[src/design/osc_retune_regs.svh]
// Register offsets, field positions, limits and timing counts for the retune
`ifndef OSC_RETUNE_REGS_SVH
`define OSC_RETUNE_REGS_SVH

// Register offsets
`define ADDR_LOOP_COMP 8'h00
`define ADDR_FRAC_0 8'h05
`define ADDR_FRAC_1 8'h06
`define ADDR_FRAC_2 8'h07
`define ADDR_FRAC_3 8'h08
`define ADDR_INT_HI 8'h09
`define ADDR_HS_LO 8'h0a
`define ADDR_DIV_HI 8'h0b
`define ADDR_PROD_FLOOR 8'h30
`define ADDR_PROD_CEIL 8'h31
`define ADDR_CTRL 8'h84

// Field positions in the control register
`define CTRL_CAL_BIT 0
`define CTRL_OE_BIT 2
`define CTRL_DISABLE 8'h00
`define CTRL_CAL 8'h01
`define CTRL_ENABLE 8'h04

// Divider limits
`define HIGH_SPEED_DIVIDER_MIN 10'h00a
`define HIGH_SPEED_DIVIDER_MAX 10'h3fe
`define LS_FIELD_MAX 3'h5

// Multiplier thresholds for loop compensation, int.frac fixed point
`define LC_TH_44 38'h9_7afc_06fa
`define LC_TH_34 38'h9_1e01_061a
`define LC_TH_33 38'h8_7b83_2eaa
`define LC_TH_23 38'h8_2851_c217

// Settling after a calibration trigger
`define CORE_CLK_MHZ 25
`define CAL_SETTLE_US 10000
`define CAL_SETTLE_CYCLES (`CAL_SETTLE_US * `CORE_CLK_MHZ)

`endif

[src/design/osc_retune_pkg.sv]
// Types shared by the two ends of the retune link
package osc_retune_pkg;
	typedef logic [7:0] reg_byte_t;
	typedef enum logic [1:0] {
		H_IDLE,
		H_LOAD,
		H_SETTLE,
		H_RESTORE
	} host_state_e;
endpackage

[src/design/osc_reg_if.sv]
// Register access link between host controller and oscillator control
`timescale 1ns/1ns
interface osc_reg_if;
	logic wr_stb;
	logic rd_stb;
	logic [7:0] addr;
	logic [7:0] wdata;
	logic [7:0] rdata;
	logic rvalid;
	modport dev(input wr_stb, input rd_stb, input addr, input wdata,
		output rdata, output rvalid);
	modport host(output wr_stb, output rd_stb, output addr, output wdata,
		input rdata, input rvalid);
endinterface

[src/design/osc_retune_device.sv]
// Oscillator retune control: dividers, multiplier commit, calibration, gate
`timescale 1ns/1ns
`include "osc_retune_regs.svh"

module osc_retune_device
	import osc_retune_pkg::*;
#(
	parameter int SETTLE_CYCLES = `CAL_SETTLE_CYCLES,
	parameter logic [7:0] PROD_FLOOR = 8'h14,
	parameter logic [7:0] PROD_CEIL = 8'hfa,
	parameter logic [8:0] RESET_M_INT = 9'h044,
	parameter logic [28:0] RESET_M_FRAC = 29'h02a4_433e,
	parameter logic [9:0] RESET_HIGH_SPEED_DIVIDER = 10'h02a,
	parameter logic [2:0] RESET_LS_FIELD = 3'h0,
	parameter logic [3:0] RESET_LOOP_FIRST = 4'h3,
	parameter logic [3:0] RESET_LOOP_SECOND = 4'h3
) (
	input wire logic core_clk,
	input wire logic rst_b,
	osc_reg_if.dev bus,
	output logic clk_out_enable,
	output logic cal_start,
	output logic cal_busy,
	output logic [8:0] active_m_int,
	output logic [28:0] active_m_frac,
	output logic [9:0] high_speed_divider,
	output logic [2:0] low_speed_divider,
	output logic [5:0] low_speed_ratio,
	output logic [3:0] loop_comp_first,
	output logic [3:0] loop_comp_second,
	output logic divider_product_ok
);

	localparam int CNT_W = $clog2(SETTLE_CYCLES + 1);
	localparam logic [CNT_W-1:0] SETTLE_LOAD = CNT_W'(SETTLE_CYCLES);

	// Staged multiplier bytes, pending until the upper integer write
	logic [28:0] staged_frac;
	logic [2:0] staged_int_lo;
	logic oe_bit;
	logic [CNT_W-1:0] settle_cnt;
	reg_byte_t read_value;
	logic [7:0] divider_product_floor;
	logic [7:0] divider_product_ceiling;

	// Address decode of write strobes
	wire wr_lp = bus.wr_stb && (bus.addr == `ADDR_LOOP_COMP);
	wire wr_f0 = bus.wr_stb && (bus.addr == `ADDR_FRAC_0);
	wire wr_f1 = bus.wr_stb && (bus.addr == `ADDR_FRAC_1);
	wire wr_f2 = bus.wr_stb && (bus.addr == `ADDR_FRAC_2);
	wire wr_f3 = bus.wr_stb && (bus.addr == `ADDR_FRAC_3);
	wire wr_int = bus.wr_stb && (bus.addr == `ADDR_INT_HI);
	wire wr_hs = bus.wr_stb && (bus.addr == `ADDR_HS_LO);
	wire wr_dh = bus.wr_stb && (bus.addr == `ADDR_DIV_HI);
	wire wr_ctrl = bus.wr_stb && (bus.addr == `ADDR_CTRL);

	// Only an explicit trigger write starts calibration
	wire cal_trigger = wr_ctrl && bus.wdata[`CTRL_CAL_BIT];

	// Product limits are fixed per part and only readable
	assign divider_product_floor = PROD_FLOOR;
	assign divider_product_ceiling = PROD_CEIL;

	// Low-speed field encodes log2 of the ratio, zero is bypass
	assign low_speed_ratio = 6'h01 << low_speed_divider;

	// Legal divider settings
	wire hs_legal = !high_speed_divider[0] &&
		(high_speed_divider >= `HIGH_SPEED_DIVIDER_MIN) &&
		(high_speed_divider <= `HIGH_SPEED_DIVIDER_MAX);
	wire ls_legal = (low_speed_divider <= `LS_FIELD_MAX);
	wire [15:0] divider_product =
		{6'h00, high_speed_divider} << low_speed_divider;

	// Product must sit inside the per-part window
	assign divider_product_ok = hs_legal && ls_legal &&
		(divider_product >= {8'h00, divider_product_floor}) &&
		(divider_product <= {8'h00, divider_product_ceiling});

	// Busy while the oscillator settles on the new center
	assign cal_busy = (settle_cnt != '0);

	// Readback selection; trigger bit always reads zero
	assign read_value =
		(bus.addr == `ADDR_LOOP_COMP) ?
			{loop_comp_first, loop_comp_second} :
		(bus.addr == `ADDR_FRAC_0) ? staged_frac[7:0] :
		(bus.addr == `ADDR_FRAC_1) ? staged_frac[15:8] :
		(bus.addr == `ADDR_FRAC_2) ? staged_frac[23:16] :
		(bus.addr == `ADDR_FRAC_3) ?
			{staged_int_lo, staged_frac[28:24]} :
		(bus.addr == `ADDR_INT_HI) ? {2'b00, active_m_int[8:3]} :
		(bus.addr == `ADDR_HS_LO) ? high_speed_divider[7:0] :
		(bus.addr == `ADDR_DIV_HI) ?
			{1'b0, low_speed_divider, 2'b00, high_speed_divider[9:8]} :
		(bus.addr == `ADDR_PROD_FLOOR) ? divider_product_floor :
		(bus.addr == `ADDR_PROD_CEIL) ? divider_product_ceiling :
		(bus.addr == `ADDR_CTRL) ? {5'h00, oe_bit, 2'b00} :
		8'h00;

	// Read port: data one cycle after the strobe
	always_ff @(posedge core_clk or negedge rst_b) begin
		if (!rst_b) begin
			bus.rdata <= 8'h00;
			bus.rvalid <= 1'b0;
		end else begin
			bus.rvalid <= bus.rd_stb;
			if (bus.rd_stb) begin
				bus.rdata <= read_value;
			end
		end
	end

	// Loop compensation pair, applied on write
	always_ff @(posedge core_clk or negedge rst_b) begin
		if (!rst_b) begin
			loop_comp_first <= RESET_LOOP_FIRST;
			loop_comp_second <= RESET_LOOP_SECOND;
		end else if (wr_lp) begin
			loop_comp_first <= bus.wdata[7:4];
			loop_comp_second <= bus.wdata[3:0];
		end
	end

	// Fraction bytes are staged, not yet effective
	always_ff @(posedge core_clk or negedge rst_b) begin
		if (!rst_b) begin
			staged_frac <= RESET_M_FRAC;
			staged_int_lo <= RESET_M_INT[2:0];
		end else begin
			if (wr_f0) begin
				staged_frac[7:0] <= bus.wdata;
			end
			if (wr_f1) begin
				staged_frac[15:8] <= bus.wdata;
			end
			if (wr_f2) begin
				staged_frac[23:16] <= bus.wdata;
			end
			if (wr_f3) begin
				staged_frac[28:24] <= bus.wdata[4:0];
				staged_int_lo <= bus.wdata[7:5];
			end
		end
	end

	// Upper integer write commits the whole multiplier at once
	always_ff @(posedge core_clk or negedge rst_b) begin
		if (!rst_b) begin
			active_m_int <= RESET_M_INT;
			active_m_frac <= RESET_M_FRAC;
		end else if (wr_int) begin
			active_m_int <= {bus.wdata[5:0], staged_int_lo};
			active_m_frac <= staged_frac;
		end
	end

	// Output dividers, effective on write
	always_ff @(posedge core_clk or negedge rst_b) begin
		if (!rst_b) begin
			high_speed_divider <= RESET_HIGH_SPEED_DIVIDER;
			low_speed_divider <= RESET_LS_FIELD;
		end else begin
			if (wr_hs) begin
				high_speed_divider[7:0] <= bus.wdata;
			end
			if (wr_dh) begin
				high_speed_divider[9:8] <= bus.wdata[1:0];
				low_speed_divider <= bus.wdata[6:4];
			end
		end
	end

	// Output enable bit; the trigger bit is never stored
	always_ff @(posedge core_clk or negedge rst_b) begin
		if (!rst_b) begin
			oe_bit <= 1'b1;
		end else if (wr_ctrl) begin
			oe_bit <= bus.wdata[`CTRL_OE_BIT];
		end
	end

	// Settling counter; a repeated trigger restarts the interval
	always_ff @(posedge core_clk or negedge rst_b) begin
		if (!rst_b) begin
			settle_cnt <= '0;
		end else if (cal_trigger) begin
			settle_cnt <= SETTLE_LOAD;
		end else if (cal_busy) begin
			settle_cnt <= settle_cnt - 1'b1;
		end
	end

	// Calibration start pulse towards the analog core
	always_ff @(posedge core_clk or negedge rst_b) begin
		if (!rst_b) begin
			cal_start <= 1'b0;
		end else begin
			cal_start <= cal_trigger;
		end
	end

	// Clock gate: off while disabled, calibrating or out of limits
	always_ff @(posedge core_clk or negedge rst_b) begin
		if (!rst_b) begin
			clk_out_enable <= 1'b0;
		end else begin
			clk_out_enable <= oe_bit && divider_product_ok &&
				!cal_busy && !cal_trigger;
		end
	end

endmodule // osc_retune_device

[src/flat_wrapper.sv]
// flat-port wrapper written by rule: the top's interface ports become plain ports
module osc_retune_device_flat import osc_retune_pkg::*;
#(
	parameter int SETTLE_CYCLES = `CAL_SETTLE_CYCLES,
	parameter logic [7:0] PROD_FLOOR = 8'h14,
	parameter logic [7:0] PROD_CEIL = 8'hfa,
	parameter logic [8:0] RESET_M_INT = 9'h044,
	parameter logic [28:0] RESET_M_FRAC = 29'h02a4_433e,
	parameter logic [9:0] RESET_HIGH_SPEED_DIVIDER = 10'h02a,
	parameter logic [2:0] RESET_LS_FIELD = 3'h0,
	parameter logic [3:0] RESET_LOOP_FIRST = 4'h3,
	parameter logic [3:0] RESET_LOOP_SECOND = 4'h3
)
  (core_clk, rst_b, clk_out_enable, cal_start, cal_busy, active_m_int, active_m_frac, high_speed_divider, low_speed_divider, low_speed_ratio, loop_comp_first, loop_comp_second, divider_product_ok, bus_wr_stb, bus_rd_stb, bus_addr, bus_wdata, bus_rdata, bus_rvalid);
  osc_reg_if bus_i ();
  input wire logic core_clk;
  input wire logic rst_b;
  output logic clk_out_enable;
  output logic cal_start;
  output logic cal_busy;
  output logic [8:0] active_m_int;
  output logic [28:0] active_m_frac;
  output logic [9:0] high_speed_divider;
  output logic [2:0] low_speed_divider;
  output logic [5:0] low_speed_ratio;
  output logic [3:0] loop_comp_first;
  output logic [3:0] loop_comp_second;
  output logic divider_product_ok;
  input wire logic [$bits(bus_i.wr_stb)-1:0] bus_wr_stb;
  input wire logic [$bits(bus_i.rd_stb)-1:0] bus_rd_stb;
  input wire logic [$bits(bus_i.addr)-1:0] bus_addr;
  input wire logic [$bits(bus_i.wdata)-1:0] bus_wdata;
  output wire logic [$bits(bus_i.rdata)-1:0] bus_rdata;
  output wire logic [$bits(bus_i.rvalid)-1:0] bus_rvalid;
  assign bus_i.wr_stb = bus_wr_stb;
  assign bus_i.rd_stb = bus_rd_stb;
  assign bus_i.addr = bus_addr;
  assign bus_i.wdata = bus_wdata;
  assign bus_rdata = bus_i.rdata;
  assign bus_rvalid = bus_i.rvalid;
  osc_retune_device #(.SETTLE_CYCLES(SETTLE_CYCLES), .PROD_FLOOR(PROD_FLOOR), .PROD_CEIL(PROD_CEIL), .RESET_M_INT(RESET_M_INT), .RESET_M_FRAC(RESET_M_FRAC), .RESET_HIGH_SPEED_DIVIDER(RESET_HIGH_SPEED_DIVIDER), .RESET_LS_FIELD(RESET_LS_FIELD), .RESET_LOOP_FIRST(RESET_LOOP_FIRST), .RESET_LOOP_SECOND(RESET_LOOP_SECOND)) u_core (.core_clk(core_clk), .rst_b(rst_b), .bus(bus_i), .clk_out_enable(clk_out_enable), .cal_start(cal_start), .cal_busy(cal_busy), .active_m_int(active_m_int), .active_m_frac(active_m_frac), .high_speed_divider(high_speed_divider), .low_speed_divider(low_speed_divider), .low_speed_ratio(low_speed_ratio), .loop_comp_first(loop_comp_first), .loop_comp_second(loop_comp_second), .divider_product_ok(divider_product_ok));
endmodule
[config.mk]
export PLATFORM = sky130hd
export DESIGN_NAME = osc_retune_device_flat
export DESIGN_NICKNAME = d
export VERILOG_FILES = /design/src/design/osc_retune_pkg.sv /design/src/design/osc_reg_if.sv /design/src/design/osc_retune_device.sv /design/src/flat_wrapper.sv
export VERILOG_INCLUDE_DIRS = /design/src /design/src/design
export SDC_FILE = /design/constraint.sdc
export NUM_CORES = 1
export LEC_CHECK = 0
export ABC_AREA = 1
export CAP_MARGIN = 20
export CELL_PAD_IN_SITES_DETAIL_PLACEMENT = 0
export CELL_PAD_IN_SITES_GLOBAL_PLACEMENT = 2
export CORE_MARGIN = 2
export CORE_UTILIZATION = 34
export CTS_CLUSTER_SIZE = 16
export DETAILED_ROUTE_END_ITERATION = 12
export DONT_BUFFER_PORTS = 1
export PLACE_DENSITY = 0.79
export SLEW_MARGIN = 10
export SYNTH_ARGS = -nofsm -noshare
export SYNTH_HDL_FRONTEND = slang
export SYNTH_SLANG_ARGS = --single-unit
[constraint.sdc]
create_clock -name core_clk -period 1.5 [get_ports core_clk]
set_input_delay 0.15 -clock core_clk [delete_from_list [all_inputs] [get_ports core_clk]]
set_output_delay 0.15 -clock core_clk [all_outputs]
set_load 0.005 [all_outputs]
## Yosys cells after proc, flatten, opt, wreduce, memory -nomap -nowiden

Cells that the tools add are included.
W data, S select, Z words.

| word-level totals | value |
|---|---|
| register bits | 121 |
| bits of input ports | 20 |
| output and inout port bits | 78 |
| word-level logic and storage cells | 73 |

| operators by class | value |
|---|---|
| add/subtract/negate cells | 1 |
| $lt $le $gt $ge | 5 |
| equal/unequal tests | 10 |
| shifts and indexed selects | 2 |
| multiplexer cells | 13 |
| reduce and logical (&&, ||, !) cells | 24 |

Operators with widths:

| operator | count |
|---|---|
| $mux W8 | 10 |
| $mux W18 | 2 |
| $eq A8 B4 Y1 const B | 4 |
| $eq A8 B3 Y1 const B | 3 |
| $logic_and A1 B1 Y1 | 18 |
| $reduce_bool A18 Y1 | 1 |
| $sub A18 B1 Y18 const B | 1 |
| $eq A8 B6 Y1 const B | 2 |
| $ge A16 B5 Y1 const B | 1 |
| $le A16 B8 Y1 const B | 1 |
| $shl A10 B3 Y16 | 1 |
| $ge A10 B4 Y1 const B | 1 |
| $le A10 B10 Y1 const B | 1 |
| $eq A8 B8 Y1 const B | 1 |
| $logic_not A8 Y1 | 1 |
| $shl A1 B3 Y6 const A | 1 |
| $le A3 B3 Y1 const B | 1 |
| $logic_not A1 Y1 | 3 |
| $mux W3 | 1 |
| $reduce_bool A2 Y1 | 1 |

## Longest topological paths before layout

Gate-level depths: netlist (run 1).

| depth | value |
|---|---|
| depth after elaboration | 12 |
| depth in mapped cells | 13 |
| gate-level depth less buffers | 12 |

## Worst setup path before layout (run 1)

OpenSTA, ideal clock, no wires.

| timing path | value |
|---|---|
| kind | register -> output |
| start | register u_core.low_speed_divider[0] |
| end | output port divider_product_ok |
| data arrival time | 1.395 ns |
| data required time | 1.350 ns |
| slack | -0.045 ns |
| cell stages (with the launch flop) | 11 |
| buffers on the path | 2 |
| cells stage by stage | dfrtp_1 buf_2 buf_2 nand2_1 nand3b_1 o21ai_0 nand2_1 and2_1 nor2_1 nand3_1 inv_1 |

| on the way | value |
|---|---|
| word-level cells in the longest chain between the ends | 4 |
| elaborated cells between the ends (all ways) | 7 |
| classes of those cells | order compare: 3; shift: 1; reduce/logical: 3 |

RTL lines:

| what | line | source |
|---|---|---|
| from (decl) | osc_retune_device.sv:27 | `output logic [2:0] low_speed_divider,` |
| from (signal assigned) | osc_retune_device.sv:169 | `low_speed_divider <= bus.wdata[6:4];` |
| $shl A10 B3 Y16 / $le A3 B3 Y1 (equally long branches) | - |  |
| $ge A16 B5 Y1 / $logic_and A1 B1 Y1 (equally long branches) | osc_retune_device.sv:77, osc_retune_device.sv:76 |  |
| $logic_and A1 B1 Y1 | osc_retune_device.sv:76 | `assign divider_product_ok = hs_legal && ls_legal &&` |
| $logic_and A1 B1 Y1 * | osc_retune_device.sv:77 | `(divider_product >= {8'h00, divider_product_floor}) &&` |
| to (decl) | flat_wrapper.sv:28 | `output logic divider_product_ok;` |

Every way passes the cells marked *; elsewhere a longest branch is shown, timed or not.

## Worst setup path in the final report (run 1)

Ends and elaborated chain as after synthesis.

==> impl_metrics.py, run 1 <==
metrics = {
    "pwr": {
        "total_power_mw": 10.1,
        "clockPowerShare": 0.403,
        "combPwrFrac": 0.213,
        "p_leak_nw": 3.79,
        "switchingPower_mw": 3.04,
        "switching_share": 0.300,
        "vdd_drop_max_mv": 0.639,
        "intPower_mw": 7.08,
        "power_frac_seq": 0.383,
        "power_density_nw_per_um2": 1260,
    },
    "timing": {
        "tightest_slew_ns": 0.472,
        "hold_viol_final": 121,
        "max-slew-margin-rel": 0.685,
        "fin_worst_skew_ns": 0.0104,
        "fin_ws_ns": -0.544,
        "whs_ns": -0.572,
        "rsz0062_at_grt": "true",
        "clock.fmax_mhz": 489,
        "finalCritPeriodShare": 1.36,
        "drv_slew": 0,
        "setup_viol": 18,
        "min_period_ns": 2.04,
    },
    "worst_setup_path": {
        "worstSetupEndpoint": "divider_product_ok",
        "cp_data_required_time_ns": 1.35,
        "worstSetupStartpointType": "flop",
        "crit_type": "reg2out",
        "crit_start": "u_core.low_speed_divider[0]$_DFFE_PN0P_",
        "worstSetupEndpointType": "output port",
        "rr_worst_depth": 10,
        "crit_fanout": 8,
        "regToRegEndpoint": "u_core.clk_out_enable$_DFF_PN0_",
        "cp.arrival_ns": 1.89,
        "rrSetupSlack_ns": -0.18,
        "r2r_start": "u_core.low_speed_divider[0]$_DFFE_PN0P_",
    },
    "finish": {
        "layout_commonest_cell": "nand2_1",
        "drive_gt1_frac": 0.324,
        "utilization": 0.464,
        "antenna_cells": 0,
        "nets": 861,
        "area_delta_synth_final_pct": 32.5,
        "finalInstanceArea_um2": 8050,
        "final_cell_mix": "nand2_1 (190), dfrtp_1 (84), buf_4 (71), inv_1 (67), o21ai_0 (50)",
    },
    "logic_synthesis": {
        "ys.flop_type": "dfrtp_1",
        "syn_area_per_cell_um2": 8.15,
        "yosys_register_bits": 121,
        "yosysUniqueCellTypes": 38,
        "async_flop_share": 1.00,
        "syn_inst": 745,
        "synth_edf_count": 0,
        "seq_area_frac_synth": 0.506,
        "syn-cell-area_um2": 6070,
        "synth.net_count": 766,
        "yosys_warnings": 0,
    },
    "placed_design": {
        "dp_slack_ns": -0.189,
        "place_area_um2": 6870,
        "portBuffers": 0,
        "globalplace.congestion": 0.851,
        "hpwl_um": 13000,
    },
    "detailed_routing": {
        "dr.pass1.iters": 5,
        "drtIter0Drc": 325,
        "drtAntennaViolNets": 0,
        "routedWlPerCell_um": 17.5,
        "drcViolationCount": 0,
        "vias": 5302,
        "viasPerCell": 4.92,
        "drt-total-wl_um": 18800,
    },
    "hold_path": {
        "min_path_type": "in2async",
    },
    "global_route": {
        "antenna_found_initial": 0,
        "gr-total-overflow": 0,
        "first_global_vias": 5343,
        "grt_pass1_wl_um": 29100,
        "grt.total_usage": 0.207,
        "grt_max_degree": 122,
    },
    "clock_tree": {
        "cts.path.max_buffers": 2,
        "cts_sinks": 121,
        "cts_tree": "yes",
        "clkSlewWorstSetupHoldPaths_ns": 0.06,
        "cts_made_buffers": 17,
        "holdBufCountCts": 3,
        "clockRootBuffer": "clkbuf_16",
        "htreeDepth": 4,
        "clkLatencyLatePin_ns": 0.42,
    },
    "floorplanning": {
        "die_w_um": 138,
        "core-area_um2": 17400,
        "die_area_um2": 19000,
        "start_util": 0.350,
        "die_h_um": 138,
        "num_rows": 48,
        "pin_count": 98,
    },
    "outcome": {
        "status": "finished, violations left",
        "violations": "negative hold slack, negative setup slack",
    },
    "job": {
        "cap_violations": 0,
    },
}
[synth_stat cells (2+ instances only)]
cell	number	area, um2
a21oi_1	7	35.0
and2_1	2	12.5
buf_2	14	70.1
buf_6	3	33.8
clkbuf_1	3	11.3
dfrtp_1	86	2150
dfstp_2	35	920
inv_1	73	274
inv_2	14	52.6
mux2_1	17	191
mux2_4	2	30.0
nand2_1	202	758
nand2_2	8	50.1
nand3_1	50	250
nand3b_1	2	15.0
nand4_1	14	87.6
nor2_1	70	263
nor2_2	5	31.3
nor2_4	3	33.8
nor3_1	16	80.1
o211ai_1	4	30.0
o21ai_0	58	290
o21ai_1	27	135
o21ai_2	8	70.1
xor2_1	9	78.8
[worst min path at each step]
stage	start	endpoint	slack, ns
finish	rst_b	u_core.settle_cnt[4]$_DFFE_PN0P_	-0.57
global route	rst_b	u_core.settle_cnt[6]$_DFFE_PN0P_	-0.60
CTS	rst_b	u_core.settle_cnt[4]$_DFFE_PN0P_	-0.60
detailed placement	rst_b	u_core.settle_cnt[6]$_DFFE_PN0P_	-0.14
global placement	rst_b	u_core.settle_cnt[6]$_DFFE_PN0P_	-0.14
floorplan	rst_b	u_core.active_m_frac[0]$_DFFE_PN0P_	-0.15
[sequential cells by signal (all words and copies together), names as in the netlist]
| register | cells |
|---|---|
| u_core.active_m_frac | 29 |
| u_core.staged_frac | 29 |
| u_core.settle_cnt | 18 |
| u_core.high_speed_divider | 10 |
| u_core.active_m_int | 9 |
| u_core.bus.rdata | 8 |
| u_core.loop_comp_first | 4 |
| u_core.loop_comp_second | 4 |
| u_core.low_speed_divider | 3 |
| u_core.staged_int_lo | 3 |
| u_core.bus.rvalid | 1 |
| u_core.cal_start | 1 |
| u_core.clk_out_enable | 1 |
| u_core.oe_bit | 1 |
[stage by stage]
| step | instances | setup TNS [ns] |
|---|---|---|
| floorplan | 745 | -0.0172 |
| global placement | 1029 | -1.73 |
| detailed placement | 1029 | -1.90 |
| CTS | 1076 | -3.76 |
| global route | 1078 | -4.04 |
| finish | 1078 | -2.81 |
[layer usage]
metal / wire [um] / vias to the layer above / share of wire / global-route usage
li1: - / 2588 / - / -
met1: 7480 / 2541 / 0.40 / 0.246
met2: 9700 / 141 / 0.51 / 0.352
met3: 1160 / 32 / 0.061 / 0.0556
met4: 508 / 0 / 0.027 / 0.0899
met5: 0 / - / 0 / 0
[repair_timing]
action                                  4_1_cts  5_1_grt
setup buffers                                21       10
pin swaps                                    30       38
endpoints found under the setup margin       26       29
endpoints found under the hold margin       130      121
gates resized for setup                      64       67
[worst max-delay path, cell delays in order, from the launching register on]
cell and delay [ns]:
dfrtp_2 0.47, o21ai_0 0.23, buf_4 0.16, nand2_1 0.04, o21ai_1 0.06, nand2_1 0.07
and2_1 0.13, nor2_1 0.12, nand3_1 0.10, inv_1 0.08
[cells by family (layout without fill, tap and decap cells)]
logic type | after synthesis | in the layout | synth area share
DFF | 121 | 121 | 0.506
muxes | 19 | 19 | 0.0365
xor gates and xnor gates | 10 | 10 | 0.0144
adders and majority gates | 1 | 1 | 0.00206
and+or+nand+nor | 379 | 379 | 0.272
buffers and inverters | 109 | 217 | 0.0746
AOI/OAI and AO/OA | 106 | 106 | 0.0945
[area by class of cell]
cell class | count | area, um2
Tap cell | 225 | 282
Clock inverter | 13 | 144
Inverter | 88 | 340
Clock buffer | 19 | 453
Timing Repair Buffer | 97 | 842
Multi-Input combinational cell | 515 | 2920
Fill cell | 1701 | 9310
Sequential cell | 121 | 3070
[power groups by stage]
stage	Clock, mW	Sequential, mW	Combinational, mW
finish	4.08	3.88	2.16
global route	4.34	3.91	2.37
CTS	4.18	3.86	1.84
detailed placement	0	3.88	1.53
global placement	0	3.88	1.52
floorplan	0	3.82	0.883
(Power assumes the default switching activity.)
==> inputs of run 2 (changes only) <==
ABC_AREA = unset   (was 1)
CORE_UTILIZATION = 38   (was 34)
==> run 2 against run 1 <==
Net effect: the flow still finishes with violations (negative hold slack, negative setup slack); non-clock buffer count increased by 47; clock power is essentially flat; highest routed layer unchanged; synthesized cell count shrank 31%; global-route usage is 2.0 points higher.
==> impl_metrics.py, run 2 <==
metrics = {
    "outcome": {
        "status": "finished, violations left",
        "violations": "negative hold slack, negative setup slack",
    },
    "logic_synthesis": {
        "synthMostInstantiatedCell": "mux2_2",
        "yosys.area_share.adder": 0.00209,
        "yosys_register_bits": 121,
        "synth-simple-area-share": 0.140,
        "seq_area_frac_synth": 0.513,
        "yosys_warnings": 0,
        "synthTopCellsByArea": "dfrtp_1 (36%), mux2_2 (18%), dfstp_2 (15%)",
        "synth_edf_count": 0,
        "netlist_top_cells_count": "mux2_2 (96), dfrtp_1 (86), nor2_1 (36)",
        "synth_top_family_by_area": "multiplexers",
        "async_flop_share": 1.00,
        "syn_inst": 517,
        "synthMuxAreaShare": 0.209,
        "synth-compound-area-share": 0.0971,
        "syn_area_per_cell_um2": 11.6,
        "yosys.area.top_type_share": 0.359,
        "synth.net_count": 538,
        "synth_xor_area_frac": 0.0161,
        "syn-cell-area_um2": 5990,
        "yosysUniqueCellTypes": 62,
        "ys.flop_type": "dfrtp_1",
        "netlist.top_cell.by_area": "dfrtp_1",
    },
    "worst_setup_path": {
        "crit_fanout": 8,
        "cp_data_required_time_ns": 1.35,
        "slowest_delay_ns": 0.45,
        "cp.arrival_ns": 2.00,
        "crit_type": "reg2out",
        "slowest_stage": "dfrtp_2",
        "worstSetupStartpointType": "flop",
        "rr_worst_depth": 7,
        "worstSetupEndpointType": "output port",
        "cp_cell_sequence": "buf_4 > nand2b_4 > a22oi_2 > o221ai_2 > o31ai_4 > nor3b_4",
    },
    "timing": {
        "max-slew-margin-rel": 0.522,
        "drv_slew": 0,
        "finalCritPeriodShare": 1.43,
        "whs_ns": -0.575,
        "clock.fmax_mhz": 465,
        "min_period_ns": 2.15,
        "tightest_slew_ns": 0.715,
        "hold_viol_final": 121,
        "fin_worst_skew_ns": 0.0150,
        "rsz0062_at_grt": "true",
        "setup_viol": 27,
        "fin_ws_ns": -0.650,
    },
    "pwr": {
        "total_power_mw": 9.20,
        "power_density_nw_per_um2": 1080,
        "p_leak_nw": 3.71,
        "vdd_drop_max_mv": 0.717,
    },
    "finish": {
        "drive_gt1_frac": 0.567,
        "nets": 676,
        "utilization": 0.558,
        "finalInstanceArea_um2": 8540,
        "final_cell_mix": "buf_4 (106), mux2_2 (93), dfrtp_1 (80), dfstp_2 (35), nor2_1 (33)",
        "area_delta_synth_final_pct": 42.5,
        "layout_commonest_cell": "buf_4",
        "largestRegisters": "u_core.active_m_frac (29), u_core.staged_frac (29), u_core.settle_cnt (18)",
    },
    "detailed_routing": {
        "drtAntennaViolNets": 0,
        "viasPerCell": 5.48,
        "drtIter0Drc": 296,
        "routedWlPerCell_um": 21.2,
        "drt-total-wl_um": 18600,
        "vias": 4823,
        "drcViolationCount": 0,
        "dr.pass1.iters": 4,
    },
    "floorplanning": {
        "num_rows": 45,
        "pin_count": 98,
        "start_util": 0.391,
        "die_area_um2": 16800,
        "core-area_um2": 15300,
        "die_w_um": 130,
        "die_h_um": 130,
    },
    "placed_design": {
        "hpwl_um": 12400,
        "place_area_um2": 7180,
        "portBuffers": 0,
        "globalplace.congestion": 0.921,
        "dp_slack_ns": -0.441,
    },
    "clock_tree": {
        "cts_made_buffers": 17,
        "clockRootBuffer": "clkbuf_16",
        "htreeDepth": 4,
        "holdBufCountCts": 12,
        "clkSlewWorstSetupHoldPaths_ns": 0.06,
        "cts_sinks": 121,
        "cts_tree": "yes",
        "cts.path.max_buffers": 2,
        "clkLatencyLatePin_ns": 0.42,
    },
    "global_route": {
        "grt.total_usage": 0.227,
        "gr-total-overflow": 0,
        "grt_pass1_wl_um": 28700,
        "grt_max_degree": 122,
        "first_global_vias": 5031,
        "antenna_found_initial": 1,
    },
    "job": {
        "cap_violations": 0,
    },
    "hold_path": {
        "min_path_type": "in2async",
    },
}
## run 2: cell types whose count changed after synthesis, moves of 17 or more
| cell | delta |
|---|---|
| inv_1 | -65 |
| mux2_1 | -17 |
| mux2_2 | +96 |
| nand2_1 | -170 |
| nand3_1 | -30 |
| nor2_1 | -34 |
| o21ai_0 | -46 |
| o21ai_1 | -27 |
## run 2: layer usage
| metal | up-vias | track usage | part of all wire |
|---|---|---|---|
| li1 | 2206 | - | - |
| met1 | 2454 | 0.302 | 0.43 |
| met2 | 132 | 0.350 | 0.48 |
| met3 | 31 | 0.0665 | 0.062 |
| met4 | 0 | 0.0930 | 0.028 |
| met5 | - | 0 | 0 |
## run 2: worst paths after layout
| kind | slack, ns | endpoint | startpoint |
|---|---|---|---|
| worst min register to register | 0.50 | u_core.active_m_frac[21]$_DFFE_PN1P_ | u_core.active_m_frac[21]$_DFFE_PN1P_ |
| worst max register to register | -0.40 | u_core.clk_out_enable$_DFF_PN0_ | u_core.low_speed_divider[0]$_DFFE_PN0P_ |
| worst max-delay path | -0.65 | divider_product_ok | u_core.low_speed_divider[0]$_DFFE_PN0P_ |
| worst min-delay path | -0.57 | u_core.settle_cnt[5]$_DFFE_PN0P_ | rst_b |
| max in group asynchronous | 1.78 | u_core.staged_int_lo[2]$_DFFE_PN1P_ | rst_b |
| min in group core_clk | 0.03 | u_core.bus.rdata[4]$_DFFE_PN0P_ | bus_addr[1] |
## run 2: worst max-delay path: cells and delay by family, from the launching register on
| family | cells | cell delay [ns] |
|---|---|---|
| AND/OR/NAND/NOR | 2 | 0.38 |
| flip-flops | 1 | 0.45 |
| buffers and inverters | 1 | 0.18 |
| AO/OA/AOI/OAI | 3 | 0.58 |
## run 2: report_power, final
part	leakage [nW]	internal, mW	total [mW]	switching [mW]
logic	1.95	0.746	1.38	0.637
clock network	0.288	2.69	4.11	1.42
registers	1.47	3.50	3.70	0.206
total	3.71	6.94	9.20	2.26
## run 2: per-stage QoR
stage	setup TNS [ns]	std cells
3_3_place_gp	-3.99	811
6_report	-4.35	880
2_1_floorplan	-2.16	517
5_1_grt	-6.58	879
3_5_place_dp	-4.51	811
4_1_cts	-4.44	871
## run 2: logic make-up (layout without fill, tap and decap cells)
kind of cell | count (synthesis) | count (layout)
DFF | 121 | 121
and+or+nand+nor | 160 | 160
other | 0 | 1
xor gates and xnor gates | 11 | 11
buffers and inverters | 33 | 184
AOI/OAI and AO/OA | 83 | 83
adders and majority gates | 1 | 1
muxes | 108 | 108
## run 2: cell type report
cell class	instances	area, um2
Timing Repair Buffer	144	1260
Antenna cell	1	2.50
Clock inverter	8	121
Sequential cell	121	3080
Multi-Input combinational cell	363	3300
Fill cell	1313	6780
Inverter	8	30.0
Clock buffer	24	472
Tap cell	211	264
## run 2: repair_timing
action                     4_1_cts  5_1_grt
gates resized for setup         67       32
pin swaps                       34       36
buffers inserted                17        9
hold endpoints to repair       190      121
setup endpoints to repair       32       32
==> inputs of run 3 (changes only) <==
CORE_ASPECT_RATIO = 0.6   (was unset)
==> run 3 against run 2 <==
Net effect: the run still ends with negative hold slack, negative setup slack left; worst setup slack got worse by 0.094 ns; via count is 1.4% higher; wire length increased by 3.7%; register-to-register slack is essentially flat; final area about the same; clock power rose by 5%; die area is 0.20% higher; sequential power about the same; count of clock-buffer cells in the layout fell by 7; final cell count is 1.4% lower; critical path depth did not move; global-route usage is 0.77 points higher.
==> impl_metrics.py, run 3 (synthesis results as in run 2) <==
metrics = {
    "outcome": {
        "status": "finished, violations left",
        "violations": "negative hold slack, negative setup slack",
    },
    "hold_path": {
        "min_path_type": "in2async",
    },
    "global_route": {
        "antenna_found_initial": 2,
        "gr-total-overflow": 0,
        "grt_max_degree": 122,
        "first_global_vias": 4888,
        "grt_pass1_wl_um": 29800,
        "grt.total_usage": 0.235,
    },
    "floorplanning": {
        "start_util": 0.390,
        "core-area_um2": 15400,
        "die_area_um2": 16800,
        "die_w_um": 166,
        "die_h_um": 101,
        "pin_count": 98,
        "num_rows": 35,
    },
    "worst_setup_path": {
        "worstSetupStartpointType": "flop",
        "crit_fanout": 6,
        "cp_cell_sequence": "buf_6 > mux2_4 > nor4_2 > o311a_1 > o41ai_4 > nor3b_2",
        "path_delay_family": "flip-flops",
        "worstSetupEndpointType": "output port",
        "crit_type": "reg2out",
        "slowest_stage": "dfrtp_1",
        "cp_data_required_time_ns": 1.35,
        "slowest_delay_ns": 0.43,
        "cp.arrival_ns": 2.09,
        "crit_buf_inv": 1,
    },
    "timing": {
        "min_period_ns": 2.24,
        "max-slew-margin-rel": 0.497,
        "finalCritPeriodShare": 1.50,
        "fin_worst_skew_ns": 0.00947,
        "drv_slew": 0,
        "hold_viol_final": 121,
        "setup_viol": 25,
        "tightest_slew_ns": 0.752,
        "final.setup.tns_ns": -4.72,
        "rsz0062_at_grt": "true",
        "fin_ws_ns": -0.745,
        "whs_ns": -0.563,
        "clock.fmax_mhz": 446,
    },
    "finish": {
        "fillers": 1291,
        "area_delta_synth_final_pct": 42.5,
        "drive_gt1_frac": 0.573,
        "finalInstanceArea_um2": 8540,
        "layout_commonest_cell": "buf_4",
        "multi_input_area_um2": 3300,
        "seq_area_um2": 3080,
        "nets": 673,
        "final_cell_mix": "buf_4 (98), mux2_2 (93), dfrtp_1 (79), dfstp_2 (35), nor2_1 (32)",
        "stdcell_count": 868,
        "largestRegisters": "u_core.active_m_frac (29), u_core.staged_frac (29), u_core.settle_cnt (18)",
        "antenna_cells": 0,
    },
    "placed_design": {
        "portBuffers": 0,
        "dp_slack_ns": -0.337,
        "globalplace.congestion": 0.906,
        "place_inst": 802,
        "place_area_um2": 7160,
        "hpwl_um": 13400,
    },
    "clock_tree": {
        "htreeDepth": 4,
        "cts_made_buffers": 17,
        "clkSlewWorstSetupHoldPaths_ns": 0.06,
        "holdBufCountCts": 12,
        "clockRootBuffer": "clkbuf_16",
        "cts_sinks": 121,
        "cts_tree": "yes",
        "cts.path.max_buffers": 2,
        "clkLatencyLatePin_ns": 0.41,
    },
    "detailed_routing": {
        "drcViolationCount": 0,
        "drtIter0Drc": 382,
        "drtAntennaViolNets": 0,
        "vias": 4890,
        "drt-total-wl_um": 19300,
        "dr.pass1.iters": 6,
        "routedWlPerCell_um": 22.3,
        "viasPerCell": 5.63,
    },
    "job": {
        "cap_violations": 0,
    },
    "pwr": {
        "p_leak_nw": 3.72,
        "power_density_nw_per_um2": 1100,
        "total_power_mw": 9.40,
        "vdd_drop_max_mv": 0.594,
    },
}
==> run 3: where the power goes <==
part	switching (mW)	internal (mW)
Combinational	0.643	0.738
Sequential	0.214	3.50
Clock	1.66	2.65
==> run 3: timing repair <==
item | CTS | global route
pin swaps | 29 | 35
gates cloned | 1 | 0
endpoints found under the hold margin | 190 | 121
gates resized for setup | 71 | 37
setup buffers | 17 | 9
setup endpoints to repair | 31 | 33
==> run 3: metrics by stage <==
stage / hold slack (ns) / utilization
after floorplan: -0.146 / -
after detailed placement: -0.139 / 0.466
after CTS: -0.579 / 0.543
final: -0.563 / 0.556
after global placement: -0.139 / 0.466
after global routing: -0.584 / 0.556
==> run 3: final timing paths <==
| path | from | end | slack [ns] | cells after the start |
|---|---|---|---|---|
| min reg2reg | u_core.active_m_frac[21]$_DFFE_PN1P_ | u_core.active_m_frac[21]$_DFFE_PN1P_ | 0.49 | 2 |
| max | u_core.low_speed_divider[0]$_DFFE_PN0P_ | divider_product_ok | -0.74 | 6 |
| min | rst_b | u_core.low_speed_divider[2]$_DFFE_PN0P_ | -0.56 | 0 |
| max in group asynchronous | rst_b | u_core.active_m_frac[1]$_DFFE_PN1P_ | 1.75 | 0 |
| min in group core_clk | bus_rd_stb | u_core.bus.rdata[6]$_DFFE_PN0P_ | 0.04 | 2 |
| max reg2reg | u_core.low_speed_divider[0]$_DFFE_PN0P_ | u_core.clk_out_enable$_DFF_PN0_ | -0.40 | 7 |
==> run 3: layout make-up <==
type / instances / share of cell area
clock buffers: 17 / 0.0498
clock inverters: 15 / 0.0220
multi-input cells: 363 / 0.387
flip-flops and latches: 121 / 0.361
well taps: 203 / 0.0297
repair buffers: 141 / 0.147
inverters: 8 / 0.00410
==> run 3: routing by layer <==
metal | GRT usage | part of all wire
met1 | 0.353 | 0.49
met2 | 0.317 | 0.40
met3 | 0.0797 | 0.10
met4 | 0.0696 | 0.012
met5 | 0 | 0.00062
